### src/rtl/bsfs_defines.svh
// Timing and encoding constants for the buck soft-start fault supervisor.
`ifndef BSFS_DEFINES_SVH
`define BSFS_DEFINES_SVH

`define BSFS_CLK_HZ 20000000
`define BSFS_OC_TIME_NS 10000
`define BSFS_OV_TIME_NS 2000
`define BSFS_UV_TIME_NS 2000
`define BSFS_OC_CYCLES ((`BSFS_OC_TIME_NS * (`BSFS_CLK_HZ / 1000000)) / 1000)
`define BSFS_OV_CYCLES ((`BSFS_OV_TIME_NS * (`BSFS_CLK_HZ / 1000000)) / 1000)
`define BSFS_UV_CYCLES ((`BSFS_UV_TIME_NS * (`BSFS_CLK_HZ / 1000000)) / 1000)
`define BSFS_CNT_W 9

`endif

### src/rtl/bsfs_pkg.sv
// Types shared by the buck soft-start fault supervisor.
package bsfs_pkg;

    typedef enum logic [1:0] {
        BSFS_PG_HIZ,
        BSFS_PG_WEAK,
        BSFS_PG_MID,
        BSFS_PG_STRONG
    } bsfs_pg_t;

    typedef enum logic [1:0] {
        BSFS_ST_OFF,
        BSFS_ST_SOFTSTART,
        BSFS_ST_RUN
    } bsfs_seq_t;

    typedef enum logic [1:0] {
        BSFS_FF_NONE,
        BSFS_FF_OC,
        BSFS_FF_OV,
        BSFS_FF_UV
    } bsfs_first_t;

endpackage

### src/rtl/bsfs_supervisor.sv
// Soft-start sequencer and fault supervisor for a single-phase buck controller.
//
// Function
// - POR clear and enable start soft-start ramp.
// - Soft-start end sets done, releases power-good, enables emulation.
// - Overcurrent qualified over 10 us latches off.
// - Overcurrent pulls power-good with strongest strength.
// - Overcurrent/undervoltage latch cleared by enable low or POR.
// - Overvoltage qualified above 116 percent over 2 us.
// - Overvoltage pulls power-good middle strength, latches off.
// - Overvoltage latch cleared only by POR.
// - Overvoltage low-side drive hysteretic on/off, 2 us.
// - Undervoltage qualified below 84 percent over 2 us.
// - Undervoltage pulls power-good weakest strength, latches off.
// - Over-temperature suspends modulation, forces both drives low unless overvoltage is latched.
// - Over-temperature leaves power-good and latches unchanged.
// - Modulation resumes once over-temperature indication clears.
// - Enable low or POR also clears over-temperature.
// - Fault detectors stay active during over-temperature.
// - Continuous conduction kept until soft-start done.
// - Power-good undefined before POR; held released here.
// - Soft-start pulls power-good with weakest strength.
`timescale 1ns/1ns
`default_nettype none
`include "bsfs_defines.svh"
module bsfs_supervisor #(
    parameter int CNT_W = `BSFS_CNT_W
) (
    input wire logic clk_sys_in,
    input wire logic rst_n_in,
    input wire logic por_ok_in,
    input wire logic enable_in,
    input wire logic softstart_end_in,
    input wire logic oc_above_in,
    input wire logic fb_above_ov_rise_in,
    input wire logic fb_below_ov_fall_in,
    input wire logic fb_below_uv_in,
    input wire logic overtemp_in,
    input wire logic pwm_high_in,
    input wire logic pwm_low_in,
    output logic softstart_clamp_release_out,
    output logic setpoint_amp_enable_out,
    output logic softstart_done_flag_out,
    output logic diode_emulation_mode_out,
    output logic continuous_conduction_mode_out,
    output logic pwm_suspend_out,
    output logic high_side_drive_out,
    output logic low_side_drive_out,
    output logic power_good_pd_oe_out,
    output logic [1:0] power_good_strength_out,
    output logic overcurrent_fault_out,
    output logic overvoltage_fault_out,
    output logic undervoltage_fault_out,
    output logic overtemp_state_out
);
    // ------------------------------------------------------------------
    // Reset release and input synchronisers
    // ------------------------------------------------------------------
    logic [1:0] rst_sync_q;
    logic rst_n;

    always_ff @(posedge clk_sys_in or negedge rst_n_in) begin
        if (!rst_n_in) begin
            rst_sync_q <= 2'h0;
        end else begin
            rst_sync_q <= {rst_sync_q[0], 1'b1};
        end
    end
    assign rst_n = rst_sync_q[1];

    // Every input is an analog comparator or pin level, so all pass two stages.
    localparam int NIN = 10;
    logic [NIN-1:0] raw_in;
    logic [NIN-1:0] sync1_q;
    logic [NIN-1:0] sync2_q;

    assign raw_in = {por_ok_in, enable_in, softstart_end_in, oc_above_in,
                     fb_above_ov_rise_in, fb_below_ov_fall_in, fb_below_uv_in,
                     overtemp_in, pwm_high_in, pwm_low_in};

    always_ff @(posedge clk_sys_in or negedge rst_n) begin
        if (!rst_n) begin
            sync1_q <= '0;
            sync2_q <= '0;
        end else begin
            sync1_q <= raw_in;
            sync2_q <= sync1_q;
        end
    end

    logic por_ok;
    logic en;
    logic ss_end;
    logic oc_cond;
    logic ov_rise;
    logic ov_fall;
    logic uv_cond;
    logic ot_cond;
    logic pwm_hi;
    logic pwm_lo;

    assign por_ok = sync2_q[9];
    assign en = sync2_q[8];
    assign ss_end = sync2_q[7];
    assign oc_cond = sync2_q[6];
    assign ov_rise = sync2_q[5];
    assign ov_fall = sync2_q[4];
    assign uv_cond = sync2_q[3];
    assign ot_cond = sync2_q[2];
    assign pwm_hi = sync2_q[1];
    assign pwm_lo = sync2_q[0];

    // ------------------------------------------------------------------
    // Debounce timers
    // ------------------------------------------------------------------
    logic oc_qual;
    logic ov_qual;
    logic ovf_qual;
    logic uv_qual;
    logic active;

    // Detectors run whenever the controller is enabled, over-temperature included.
    assign active = por_ok && en;

    bsfs_debounce #(
        .CNT_W(CNT_W),
        .LIMIT(CNT_W'(`BSFS_OC_CYCLES))
    ) u_db_oc (
        .clk_in(clk_sys_in),
        .rst_n_in(rst_n),
        .cond_in(oc_cond && active),
        .qual_out(oc_qual)
    );

    bsfs_debounce #(
        .CNT_W(CNT_W),
        .LIMIT(CNT_W'(`BSFS_OV_CYCLES))
    ) u_db_ov (
        .clk_in(clk_sys_in),
        .rst_n_in(rst_n),
        .cond_in(ov_rise && por_ok),
        .qual_out(ov_qual)
    );

    bsfs_debounce #(
        .CNT_W(CNT_W),
        .LIMIT(CNT_W'(`BSFS_OV_CYCLES))
    ) u_db_ovf (
        .clk_in(clk_sys_in),
        .rst_n_in(rst_n),
        .cond_in(ov_fall && por_ok),
        .qual_out(ovf_qual)
    );

    bsfs_debounce #(
        .CNT_W(CNT_W),
        .LIMIT(CNT_W'(`BSFS_UV_CYCLES))
    ) u_db_uv (
        .clk_in(clk_sys_in),
        .rst_n_in(rst_n),
        .cond_in(uv_cond && active),
        .qual_out(uv_qual)
    );

    // ------------------------------------------------------------------
    // Supervisor state
    // ------------------------------------------------------------------
    typedef struct packed {
        bsfs_pkg::bsfs_seq_t seq;
        bsfs_pkg::bsfs_first_t first;
        logic oc;
        logic ov;
        logic uv;
        logic ot;
        logic ls_dis;
        logic clamp_rel;
        logic amp_en;
        logic ss_done;
        logic diode_emulation_mode;
        logic continuous_conduction_mode;
        logic suspend;
        logic hs;
        logic ls;
        logic pg_oe;
        bsfs_pkg::bsfs_pg_t pg;
    } bsfs_state_t;

    bsfs_state_t st_q;
    bsfs_state_t st_d;

    // ------------------------------------------------------------------
    // Latch-off helper
    // ------------------------------------------------------------------
    // One place decides what counts as latched off, for the hold and the forcing alike.
    function automatic logic bsfs_any_latch(input bsfs_state_t s);
        bsfs_any_latch = s.oc || s.ov || s.uv;
    endfunction

    logic latched_off;
    assign latched_off = bsfs_any_latch(st_q);

    // ------------------------------------------------------------------
    // Next state
    // ------------------------------------------------------------------
    always_comb begin
        st_d = st_q;
        // Overvoltage latch ignores enable and is cleared only by POR.
        if (!por_ok) begin
            st_d = '0;
            st_d.continuous_conduction_mode = 1'b1;
        end else begin
            if (!en) begin
                st_d.oc = 1'b0;
                st_d.uv = 1'b0;
                st_d.ot = 1'b0;
                st_d.seq = bsfs_pkg::BSFS_ST_OFF;
                // An overvoltage latch outlives enable, so its code stays on the pin.
                if (st_q.ov) begin
                    st_d.first = bsfs_pkg::BSFS_FF_OV;
                end else begin
                    st_d.first = bsfs_pkg::BSFS_FF_NONE;
                end
            end else begin
                st_d.ot = ot_cond;
                if (oc_qual) begin
                    st_d.oc = 1'b1;
                end
                if (uv_qual) begin
                    st_d.uv = 1'b1;
                end
            end
            if (ov_qual) begin
                st_d.ov = 1'b1;
            end
            // The first latch to set owns the power-good code.
            if (st_q.first == bsfs_pkg::BSFS_FF_NONE) begin
                if (oc_qual && en) begin
                    st_d.first = bsfs_pkg::BSFS_FF_OC;
                end else if (ov_qual) begin
                    st_d.first = bsfs_pkg::BSFS_FF_OV;
                end else if (uv_qual && en) begin
                    st_d.first = bsfs_pkg::BSFS_FF_UV;
                end
            end
            case (st_q.seq)
                bsfs_pkg::BSFS_ST_OFF: begin
                    st_d.ss_done = 1'b0;
                    if (en && !latched_off) begin
                        st_d.seq = bsfs_pkg::BSFS_ST_SOFTSTART;
                    end
                end
                bsfs_pkg::BSFS_ST_SOFTSTART: begin
                    if (en && ss_end) begin
                        st_d.seq = bsfs_pkg::BSFS_ST_RUN;
                        st_d.ss_done = 1'b1;
                    end
                end
                bsfs_pkg::BSFS_ST_RUN: begin
                    st_d.ss_done = en;
                end
                default: begin
                    st_d.seq = bsfs_pkg::BSFS_ST_OFF;
                end
            endcase
            // A latched-off converter leaves emulation at once and restarts only from OFF.
            if (bsfs_any_latch(st_d)) begin
                st_d.seq = bsfs_pkg::BSFS_ST_OFF;
                st_d.ss_done = 1'b0;
            end
            st_d.clamp_rel = (st_d.seq != bsfs_pkg::BSFS_ST_OFF);
            st_d.amp_en = st_d.clamp_rel;
            st_d.diode_emulation_mode = st_d.ss_done;
            st_d.continuous_conduction_mode = !st_d.ss_done;
            // Latched off for overvoltage, the low side follows the hysteresis band.
            if (st_d.ov) begin
                if (ov_qual) begin
                    st_d.ls_dis = 1'b1;
                end else if (ovf_qual) begin
                    st_d.ls_dis = 1'b0;
                end
            end else begin
                st_d.ls_dis = 1'b0;
            end
            st_d.suspend = st_d.ot || (st_d.seq == bsfs_pkg::BSFS_ST_OFF);
            if (st_d.ov) begin
                st_d.hs = 1'b0;
                st_d.ls = st_d.ls_dis;
            end else if (st_d.suspend) begin
                st_d.hs = 1'b0;
                st_d.ls = 1'b0;
            end else begin
                st_d.hs = pwm_hi;
                st_d.ls = pwm_lo && !pwm_hi;
            end
            // Power-good ignores the over-temperature flag entirely.
            case (st_d.first)
                bsfs_pkg::BSFS_FF_OC: st_d.pg = bsfs_pkg::BSFS_PG_STRONG;
                bsfs_pkg::BSFS_FF_OV: st_d.pg = bsfs_pkg::BSFS_PG_MID;
                bsfs_pkg::BSFS_FF_UV: st_d.pg = bsfs_pkg::BSFS_PG_WEAK;
                default: begin
                    if (st_d.ss_done) begin
                        st_d.pg = bsfs_pkg::BSFS_PG_HIZ;
                    end else begin
                        st_d.pg = bsfs_pkg::BSFS_PG_WEAK;
                    end
                end
            endcase
            st_d.pg_oe = (st_d.pg != bsfs_pkg::BSFS_PG_HIZ);
        end
    end

    // ------------------------------------------------------------------
    // State register
    // ------------------------------------------------------------------
    // Before POR the pin is defined as released; any value would be legal.
    always_ff @(posedge clk_sys_in or negedge rst_n) begin
        if (!rst_n) begin
            st_q <= '0;
        end else begin
            st_q <= st_d;
        end
    end

    // ------------------------------------------------------------------
    // Outputs
    // ------------------------------------------------------------------
    assign softstart_clamp_release_out = st_q.clamp_rel;
    assign setpoint_amp_enable_out = st_q.amp_en;
    assign softstart_done_flag_out = st_q.ss_done;
    assign diode_emulation_mode_out = st_q.diode_emulation_mode;
    assign continuous_conduction_mode_out = st_q.continuous_conduction_mode;
    assign pwm_suspend_out = st_q.suspend;
    assign high_side_drive_out = st_q.hs;
    assign low_side_drive_out = st_q.ls;
    assign power_good_pd_oe_out = st_q.pg_oe;
    assign power_good_strength_out = st_q.pg;
    assign overcurrent_fault_out = st_q.oc;
    assign overvoltage_fault_out = st_q.ov;
    assign undervoltage_fault_out = st_q.uv;
    assign overtemp_state_out = st_q.ot;
endmodule
`default_nettype wire

### src/rtl/bsfs_debounce.sv
// Qualification timer: output rises once the condition has held longer than a count.
`timescale 1ns/1ns
`default_nettype none
module bsfs_debounce #(
    parameter int CNT_W = 9,
    parameter logic [CNT_W-1:0] LIMIT = 9'h028
) (
    input wire logic clk_in,
    input wire logic rst_n_in,
    input wire logic cond_in,
    output logic qual_out
);
    typedef struct packed {
        logic [CNT_W-1:0] cnt;
        logic qual;
    } bsfs_db_state_t;

    bsfs_db_state_t st_q;
    bsfs_db_state_t st_d;

    // The count must reach the limit and the condition hold one cycle more, so it holds strictly longer than the time.
    always_comb begin
        st_d = st_q;
        if (!cond_in) begin
            st_d.cnt = '0;
            st_d.qual = 1'b0;
        end else if (st_q.cnt < LIMIT) begin
            st_d.cnt = st_q.cnt + 1'b1;
        end else begin
            st_d.qual = 1'b1;
        end
    end

    always_ff @(posedge clk_in or negedge rst_n_in) begin
        if (!rst_n_in) begin
            st_q <= '0;
        end else begin
            st_q <= st_d;
        end
    end

    assign qual_out = st_q.qual;
endmodule
`default_nettype wire

### config.mk
export PLATFORM = sky130hd
export DESIGN_NAME = bsfs_supervisor
export DESIGN_NICKNAME = d
export VERILOG_FILES = /design/src/rtl/bsfs_pkg.sv /design/src/rtl/bsfs_supervisor.sv /design/src/rtl/bsfs_debounce.sv
export VERILOG_INCLUDE_DIRS = /design/src /design/src/rtl
export SDC_FILE = /design/constraint.sdc
export NUM_CORES = 1
export LEC_CHECK = 0
export ABC_AREA = 1
export BUFFER_PORTS_ARGS = -buffer_cell sky130_fd_sc_hd__buf_4
export CORE_UTILIZATION = 50
export DETAILED_ROUTE_END_ITERATION = 6
export PLACE_DENSITY = 0.78
export SLEW_MARGIN = 20
export SYNTH_ARGS = -nofsm -noshare
export SYNTH_HDL_FRONTEND = slang
export SYNTH_SLANG_ARGS = --single-unit
### constraint.sdc
create_clock -name clk_sys_in -period 2.5 [get_ports clk_sys_in]
set_input_delay 0.5 -clock clk_sys_in [delete_from_list [all_inputs] [get_ports clk_sys_in]]
set_output_delay 0.5 -clock clk_sys_in [all_outputs]
set_load 0.05 [all_outputs]
* Yosys cells after proc, flatten, opt, wreduce, memory -nomap -nowiden
Cells that the tools add are included.
** Word-level totals
- Bits of input ports :: 12
- Register bits :: 82
- Output and inout port bits :: 15
- Logic and storage cells :: 117
** Cells by class
- Equality and inequality tests :: 13
- Muxes and demuxes :: 45
- Magnitude comparators :: 4
- Add/subtract/negate cells :: 4
- Reductions and logical operators :: 23
** Operator list (count)
- 2-to-1 mux 10 bit :: 4
- adder 9 x 1 -> 9 bit, second input constant :: 4
- 2-to-1 mux 9 bit :: 4
- 2-to-1 mux 2 bit :: 15
- less-than comparator 9 x 6 -> 1 bit, second input constant :: 3
- 2-to-1 mux 20 bit :: 1
- 2-to-1 mux 1 bit :: 17
- != test 2 bit, second input constant :: 8
- case mux 2 bit (3 select lines) :: 2
- logical AND 1 bit :: 10
- less-than comparator 9 x 8 -> 1 bit, second input constant :: 1
- equality test 2 bit, second input constant :: 3
- zero test 2 bit :: 3
- logical OR 1 bit :: 5
- equality test 2 x 1 -> 1 bit, second input constant :: 2
- 2-to-1 mux 4 bit :: 1
- nonzero test 2 bit :: 2
- zero test 1 bit :: 3
- case mux 1 bit (3 select lines) :: 1

* Logic depth before layout (Yosys ltp)
Gate-level depths: netlist (run 1).
- Depth in word-level cells :: 13
- Depth in mapped cells :: 11
- Gate-level depth less buffers :: 11

* Hierarchy
Synthesis (run 1) repeated with hierarchy kept, for this count alone.
** Unflattened totals
- Cells, all modules :: 379
- Area, all modules :: 3499.6 µm²
** By module, submodules not included
- bsfs_supervisor :: instances 1, area each 1467.7 µm², seq. area each 1001.0 µm², cells an instance 130
- bsfs_debounce (u_db_ov ...) :: instances 3, area each 481.7 µm², seq. area each 250.2 µm², cells an instance 58
- bsfs_debounce (u_db_oc) :: instances 1, area each 586.8 µm², seq. area each 250.2 µm², cells an instance 75

* Worst setup path after synthesis (run 1)
OpenSTA, ideal clock, no wires.
- Path type :: register to register
- Start point :: register st_q, in the netlist overvoltage_fault_out
- End point :: register st_q, in the netlist power_good_pd_oe_out
- Data required time :: 2382 ps
- Path buffers :: 0
- Stages on the path, launching flop included :: 9
- Period minus slack after synthesis :: 1628 ps
- Slack :: 872 ps
- Arrival :: 1510 ps
- Setup time :: 118 ps
- Cell sequence :: dfrtp_1 nor2_1 o21ai_0 nand2_1 ha_1 nor3_1 nor2_1 nand2_1 nand2_1
** RTL lines
- start, declared :: line bsfs_supervisor.sv:188 : bsfs_state_t st_q;
- start signal, assigned :: line bsfs_supervisor.sv:320 : st_q <= st_d;

==> results by group, run 1 <==
Status
  – Run status: finished, final reports clean

Routing
  – DRT Pass-1 Iters: 4
  – Final wirelength: 5300 um
  – Remaining antenna violation count: 0
  – Routed wire per std cell: 11.5 um
  – Number of vias per cell: 4.92
  – DRC errors left: 0
  – Drt first-iter violations: 161
  – Vias: 2263

Floorplanning
  – Die H: 83.2 um
  – I/O pins: 27
  – Chip Width: 83.2 um
  – Area of the die: 6920 um^2
  – Row count: 29
  – CORE AREA: 6350 um^2
  – Initial core utilization: 51.9%

Timing
  – Headroom to the max-slew limit: 36.4%
  – Peak Freq: 0.531 GHz
  – RSZ-0062 raised after global routing: false
  – Period utilisation layout: 75.3%
  – Worst-Margin Slew: 0.954 ns
  – Worst setup margin: 0.617 ns
  – TNS Setup: 0 ns
  – Count of final setup violators: 0
  – Setup skew after layout: 0.0126 ns
  – Max Slew Vio Count: 0
  – Final Critical Period: 1.88 ns
  – Final Hold Violating Endpoints: 0

CTS
  – TritonCTS clock tree: done
  – # Post-CTS Setup Buffers: 0
  – Clk_lat worst skew: 0.35 ns
  – TritonCTS Buffers: 9
  – H-tree depth: 3
  – CTS sink count: 80
  – Clk slew on worst S/H paths: 0.08 ns
  – Max Buffers Root-to-Sink: 2
  – Root buffer cell: clkbuf_8

Critical path
  – CP Max Fanout: 13
  – Startpoint types: flip-flop
  – CP Capture Type: flip-flop
  – Critical path class: reg2reg
  – WP data arrival: 2.11 ns
  – R2R Setup Slk: 0.62 ns
  – FF-to-FF path depth: 11
  – Worst Path Required: 2.73 ns
  – R2R Path End: power_good_pd_oe_out
  – Critical R2R Launch: sync2_q[8]

Power and ir drop
  – Leakage: 1.95 nW
  – VDD IR max: 0.543 mV
  – Power per Cell Area: 673 nW/um^2

Global route
  – Initial antenna violation count: 0
  – First-pass GRT wire length: 9260 um
  – Number of global-route vias before repair: 2145
  – Pin count of the biggest net entering global routing: 79
  – All-Layer GR Usage: 17.0%
  – Total gr overflow: 0

Final layout
  – Diodes inserted: 0
  – Final core utilization: 59.4%
  – Sequential Area: 2010 um^2
  – # nets final: 397
  – Area of the multi-input gates: 1060 um^2
  – Fillcell total: 525
  – Layout cells sized above 1: 14.6%
  – Area grow syn2layout: 14.4%

Yosys
  – Post-synthesis sequential area ratio: 60.7%
  – Post-synth EDFFs: 0
  – Mapped Nets: 365
  – Area of the mapped netlist: 3300 um^2
  – Dominant synthesized flop cell: dfrtp_1
  – Mean post-synth cell area: 9.53 um^2
  – Async S/R FF share, synth: 100%
  – Seq cells post-synth: 80
  – Synth cell types: 36
  – Gate Count Post-Synth: 346
  – Synth warn: 0

Place
  – Hpwl dp: 3800 um
  – GPL Wtd Cong: 0.822
  – Pre-CTS setup slack: 0.645 ns
  – IO Port Bufs: 26

Flow run
  – Max Cap Viol: 0

Worst hold path
  – Worst hold start: overtemp_in
  – Hold depth: 1
  – Hold Crit Class: in2reg
  – Hold Path Sink: sync1_q[2]
==> worst max-delay path by stage <==
stage                                     end           from  slack (ns)  cells after the start
5_1_grt                  power_good_pd_oe_out     sync2_q[8]        0.39                     11
3_3_place_gp             power_good_pd_oe_out     sync2_q[8]        0.82                     11
3_5_place_dp             power_good_pd_oe_out     sync2_q[8]        0.65                     11
2_1_floorplan  continuous_conduction_mode_out  rst_sync_q[1]        0.11                      0
6_report                 power_good_pd_oe_out     sync2_q[8]        0.62                     11
4_1_cts                  power_good_pd_oe_out     sync2_q[8]        0.64                     11
==> report_power, final <==
part           internal [mW]  total, mW  switching (mW)  leakage, nW
combinational         0.0604      0.154          0.0937        0.793
clock                  0.543      0.982           0.439        0.109
sequential              1.34       1.40          0.0590         1.05
==> stage by stage <==
step	cells	power, mW	hold WS [ns]	instance area (um^2)
floorplan	346	1.53	0.204	3300
global placement	443	1.58	0.283	3550
detailed placement	443	1.58	0.283	3550
CTS	460	2.58	0.233	3770
global route	460	2.65	0.223	3770
finish	460	2.54	0.252	3770
==> registers in the layout, indices dropped and copies added, names as in the netlist, 2 cells and up <==
register	cells
power_good_strength_out	2
sync1_q	10
st_q	5
u_db_ovf.st_q	9
u_db_ov.st_q	9
u_db_uv.st_q	9
rst_sync_q	2
sync2_q	10
u_db_oc.st_q	9
==> synthesized netlist by cell type (2+ instances only) <==
library cell / n / area, um^2
ha_1: 7 / 87.6
nor3_1: 5 / 25.0
inv_1: 47 / 176
o22ai_1: 3 / 18.8
nand4_1: 4 / 25.0
o21ai_0: 13 / 65.1
buf_4: 4 / 30.0
dfrtp_1: 80 / 2000
xnor2_1: 3 / 26.3
nor2_2: 2 / 12.5
nand2_1: 63 / 236
xor2_1: 4 / 35.0
nor2_1: 54 / 203
o21ai_1: 3 / 15.0
nand3_1: 25 / 125
a21oi_1: 7 / 35.0
a31oi_1: 2 / 12.5
inv_2: 2 / 7.51
==> area by class of cell <==
class	instances	area share (%)
Sequential cell	80	53.2
Multi-Input combinational cell	210	28.1
Timing Repair Buffer	27	5.44
Inverter	50	5.04
Clock buffer	12	4.38
Tap cell	77	2.55
Clock inverter	4	1.36
==> timing repair <==
| item | in CTS | in global routing |
|---|---|---|
| gates resized for setup | 0 | 0 |
| hold buffers | 1 | 0 |
| hold endpoints to repair | 2 | 0 |
| setup endpoints to repair | 0 | 0 |
==> critical path: stages (launching register included) <==
cell	delay, ns
dfrtp_1	0.54
nand2_1	0.12
inv_1	0.06
o21ai_0	0.15
o21ai_0	0.13
nand2_1	0.16
inv_1	0.06
ha_1	0.19
nor3_1	0.16
nor2_1	0.06
nand2_1	0.10
nand2_1	0.05
==> kinds of logic after synthesis <==
kind of cell	synth area share (%)
and+or+nand+nor	21.8
DFF	60.7
buffers and inverters	7.17
AOI/OAI and AO/OA	5.65
xor gates and xnor gates	1.86
adders and majority gates	2.66
other	0.114
==> layout by cell type, fill, tap and decap left out, types with 2 or more instances in the layout <==
| cell | n |
|---|---|
| a21oi_1 | 7 |
| a31oi_1 | 2 |
| buf_4 | 26 |
| clkbuf_8 | 12 |
| dfrtp_1 | 79 |
| ha_1 | 7 |
| inv_1 | 47 |
| inv_2 | 2 |
| nand2_1 | 63 |
| nand3_1 | 25 |
| nand4_1 | 4 |
| nor2_1 | 54 |
| nor2_2 | 2 |
| nor3_1 | 5 |
| o21ai_0 | 13 |
| o21ai_1 | 3 |
| o22ai_1 | 3 |
| xnor2_1 | 3 |
| xor2_1 | 4 |
==> layer usage <==
metal | vias up | global-route usage [%] | routed length (um)
met3 | 7 | 5.96 | 224
met4 | 0 | 6.43 | 65
li1 | 1144 | - | -
met2 | 41 | 28.0 | 2660
met5 | - | 0 | 0
met1 | 1071 | 20.6 | 2350
No activity file was read; power rests on OpenSTA's default activity.
==> inputs of run 2 (changes only) <==
Settings changed: ABC_AREA 1 to 0.
Clock period 2.5 ns to 1.55 ns, I/O delays scaled along.
==> results by group, run 2 <==
Status
  – Run status: finished with violations
  – Failing checks: setup timing

Timing
  – RSZ-0062 raised after global routing: true
  – Setup skew after layout: 0.00801 ns
  – Period utilisation layout: 114%
  – Final Hold Violating Endpoints: 0
  – Max Slew Vio Count: 0
  – Peak Freq: 0.566 GHz
  – TNS Setup: -0.446 ns
  – Worst setup margin: -0.217 ns
  – Worst-Margin Slew: 0.564 ns
  – Headroom to the max-slew limit: 61.9%
  – Worst hold slack: 0.0630 ns
  – Final Critical Period: 1.77 ns
  – Count of final setup violators: 4

Yosys
  – Async S/R FF share, synth: 100%
  – Post-synthesis compound-gate area fraction: 13.1%
  – Post-synthesis mux area share: 1.53%
  – Synth top cells by count: dfrtp_1 (80), a21oi_1 (24), nor2_1 (15)
  – Mean post-synth cell area: 11.4 um^2
  – Largest family of logic cells by synthesized area: simple AND/OR/NAND/NOR gates
  – Seq cells post-synth: 80
  – Area share of the largest cell type after synthesis: 61.2%
  – Post-Synth Simple-Gate Area: 18.6%
  – Area contributors post-synth: dfrtp_1 (61%), a21oi_1 (3.7%), ha_1 (2.7%)
  – Post-synthesis sequential area ratio: 61.2%
  – Post-synth EDFFs: 0
  – Mapped Nets: 306
  – Area leader, netlist: dfrtp_1
  – Dominant synthesized flop cell: dfrtp_1
  – Count leader, synth: dfrtp_1
  – Area of the mapped netlist: 3270 um^2
  – Post-synthesis adder-cell area fraction: 2.68%
  – Synth cell types: 38
  – Synth warn: 0
  – XOR/XNOR share of the synthesized area: 0%
  – Gate Count Post-Synth: 287

CTS
  – TritonCTS clock tree: done
  – Clk_lat worst skew: 0.35 ns
  – H-tree depth: 3
  – Max Buffers Root-to-Sink: 2
  – TritonCTS Buffers: 9
  – CTS sink count: 80
  – Root buffer cell: clkbuf_8
  – Clk slew on worst S/H paths: 0.08 ns

Flow run
  – Max Cap Viol: 0

Global route
  – First-pass GRT wire length: 10900 um
  – Pin count of the biggest net entering global routing: 75
  – All-Layer GR Usage: 20.1%
  – Total gr overflow: 0
  – Number of global-route vias before repair: 2407
  – Initial antenna violation count: 0

Floorplanning
  – Die H: 82.9 um
  – Area of the die: 6870 um^2
  – CORE AREA: 6310 um^2
  – I/O pins: 27
  – Initial core utilization: 51.8%
  – Chip Width: 82.9 um
  – Row count: 29

Place
  – Hpwl dp: 4290 um
  – Pre-CTS setup slack: -0.215 ns
  – Cells after DPL: 412
  – GPL Wtd Cong: 0.792
  – Post-DP Area: 3780 um^2
  – IO Port Bufs: 26

Final layout
  – Sequential Area: 2000 um^2
  – Area of the multi-input gates: 1310 um^2
  – Diodes inserted: 0
  – Most frequent cells in the layout: dfrtp_1 (79), buf_4 (60), a21oi_1 (21), nor2_1 (15)
  – Commonest non-fill, non-tap cell in the layout: dfrtp_1
  – Fillcell total: 472
  – Area grow syn2layout: 27.9%
  – Top Registers: sync1_q x10, sync2_q x10
  – Post-route cell area: 4180 um^2
  – # nets final: 375
  – Final core utilization: 66.2%
  – Finished Layout Cells: 438
  – Layout cells sized above 1: 28.0%

Routing
  – Drt first-iter violations: 123
  – Number of vias per cell: 5.70
  – Routed wire per std cell: 14.9 um
  – DRT Pass-1 Iters: 4
  – Final wirelength: 6520 um
  – DRC errors left: 0
  – Remaining antenna violation count: 0
  – Vias: 2498

Critical path
  – CP Capture Type: flip-flop
  – WP data arrival: 2.03 ns
  – Critical path class: reg2reg
  – Startpoint types: flip-flop
  – CP Max Fanout: 4
  – Worst Path Required: 1.81 ns

Power and ir drop
  – Pwr Total: 4.00 mW
  – VDD IR max: 0.919 mV
  – Leakage: 2.00 nW
  – Power per Cell Area: 956 nW/um^2

Worst hold path
  – Hold Crit Class: in2reg
run 2: final cells by class:
class	count	share of cell area, %
timing repair buffer	65	12.3
tap	77	2.30
clock buffer	12	3.23
inverter	13	1.17
multi-input combinational	187	31.4
clock inverter	4	1.68
sequential	80	47.9
run 2: metal layers:
layer	wire length (um)	GRT usage, %
met5	0	0
met4	123	8.93
met3	229	5.37
met2	3410	33.8
met1	2760	24.2
run 2: critical path, stage by stage (launching register included):
cell      delay, ns
dfrtp_1        0.43
a2111o_1       0.40
and2_4         0.18
ha_4           0.20
nand2b_4       0.14
and3_1         0.15
a32oi_1        0.17
run 2: path summary, 6_finish.rpt:
path	startpoint	end	slack [ns]	cells past startpoint
worst max-delay path	sync2_q[8]	power_good_pd_oe_out	-0.22	6
worst min-delay path	softstart_end_in	sync1_q[7]	0.06	1
worst max register to register	sync2_q[8]	power_good_pd_oe_out	-0.22	6
worst min register to register	rst_sync_q[1]	sync1_q[9]	0.08	0
max in group asynchronous	rst_sync_q[1]	u_db_uv.st_q[4]	0.87	1
min in group asynchronous	rst_sync_q[1]	sync1_q[9]	0.08	0
run 2: cells by family after synthesis:
logic type | after synthesis
AND/OR/NAND/NOR | 108
buffers and inverters | 20
flip-flops | 80
multiplexers | 5
AO/OA/AOI/OAI | 66
adder cells (fa/ha/maj) | 7
other | 1
run 2: what timing repair did:
action,CTS,global route
hold endpoints to repair,2,0
hold buffers,1,0
pin swaps,8,5
resized for setup,10,14
buffers inserted,4,5
endpoints found under the setup margin,9,15
run 2: where the power goes:
part,switching [mW],internal (mW)
clock network,0.696,0.904
logic,0.147,0.0835
registers,0.0313,2.13
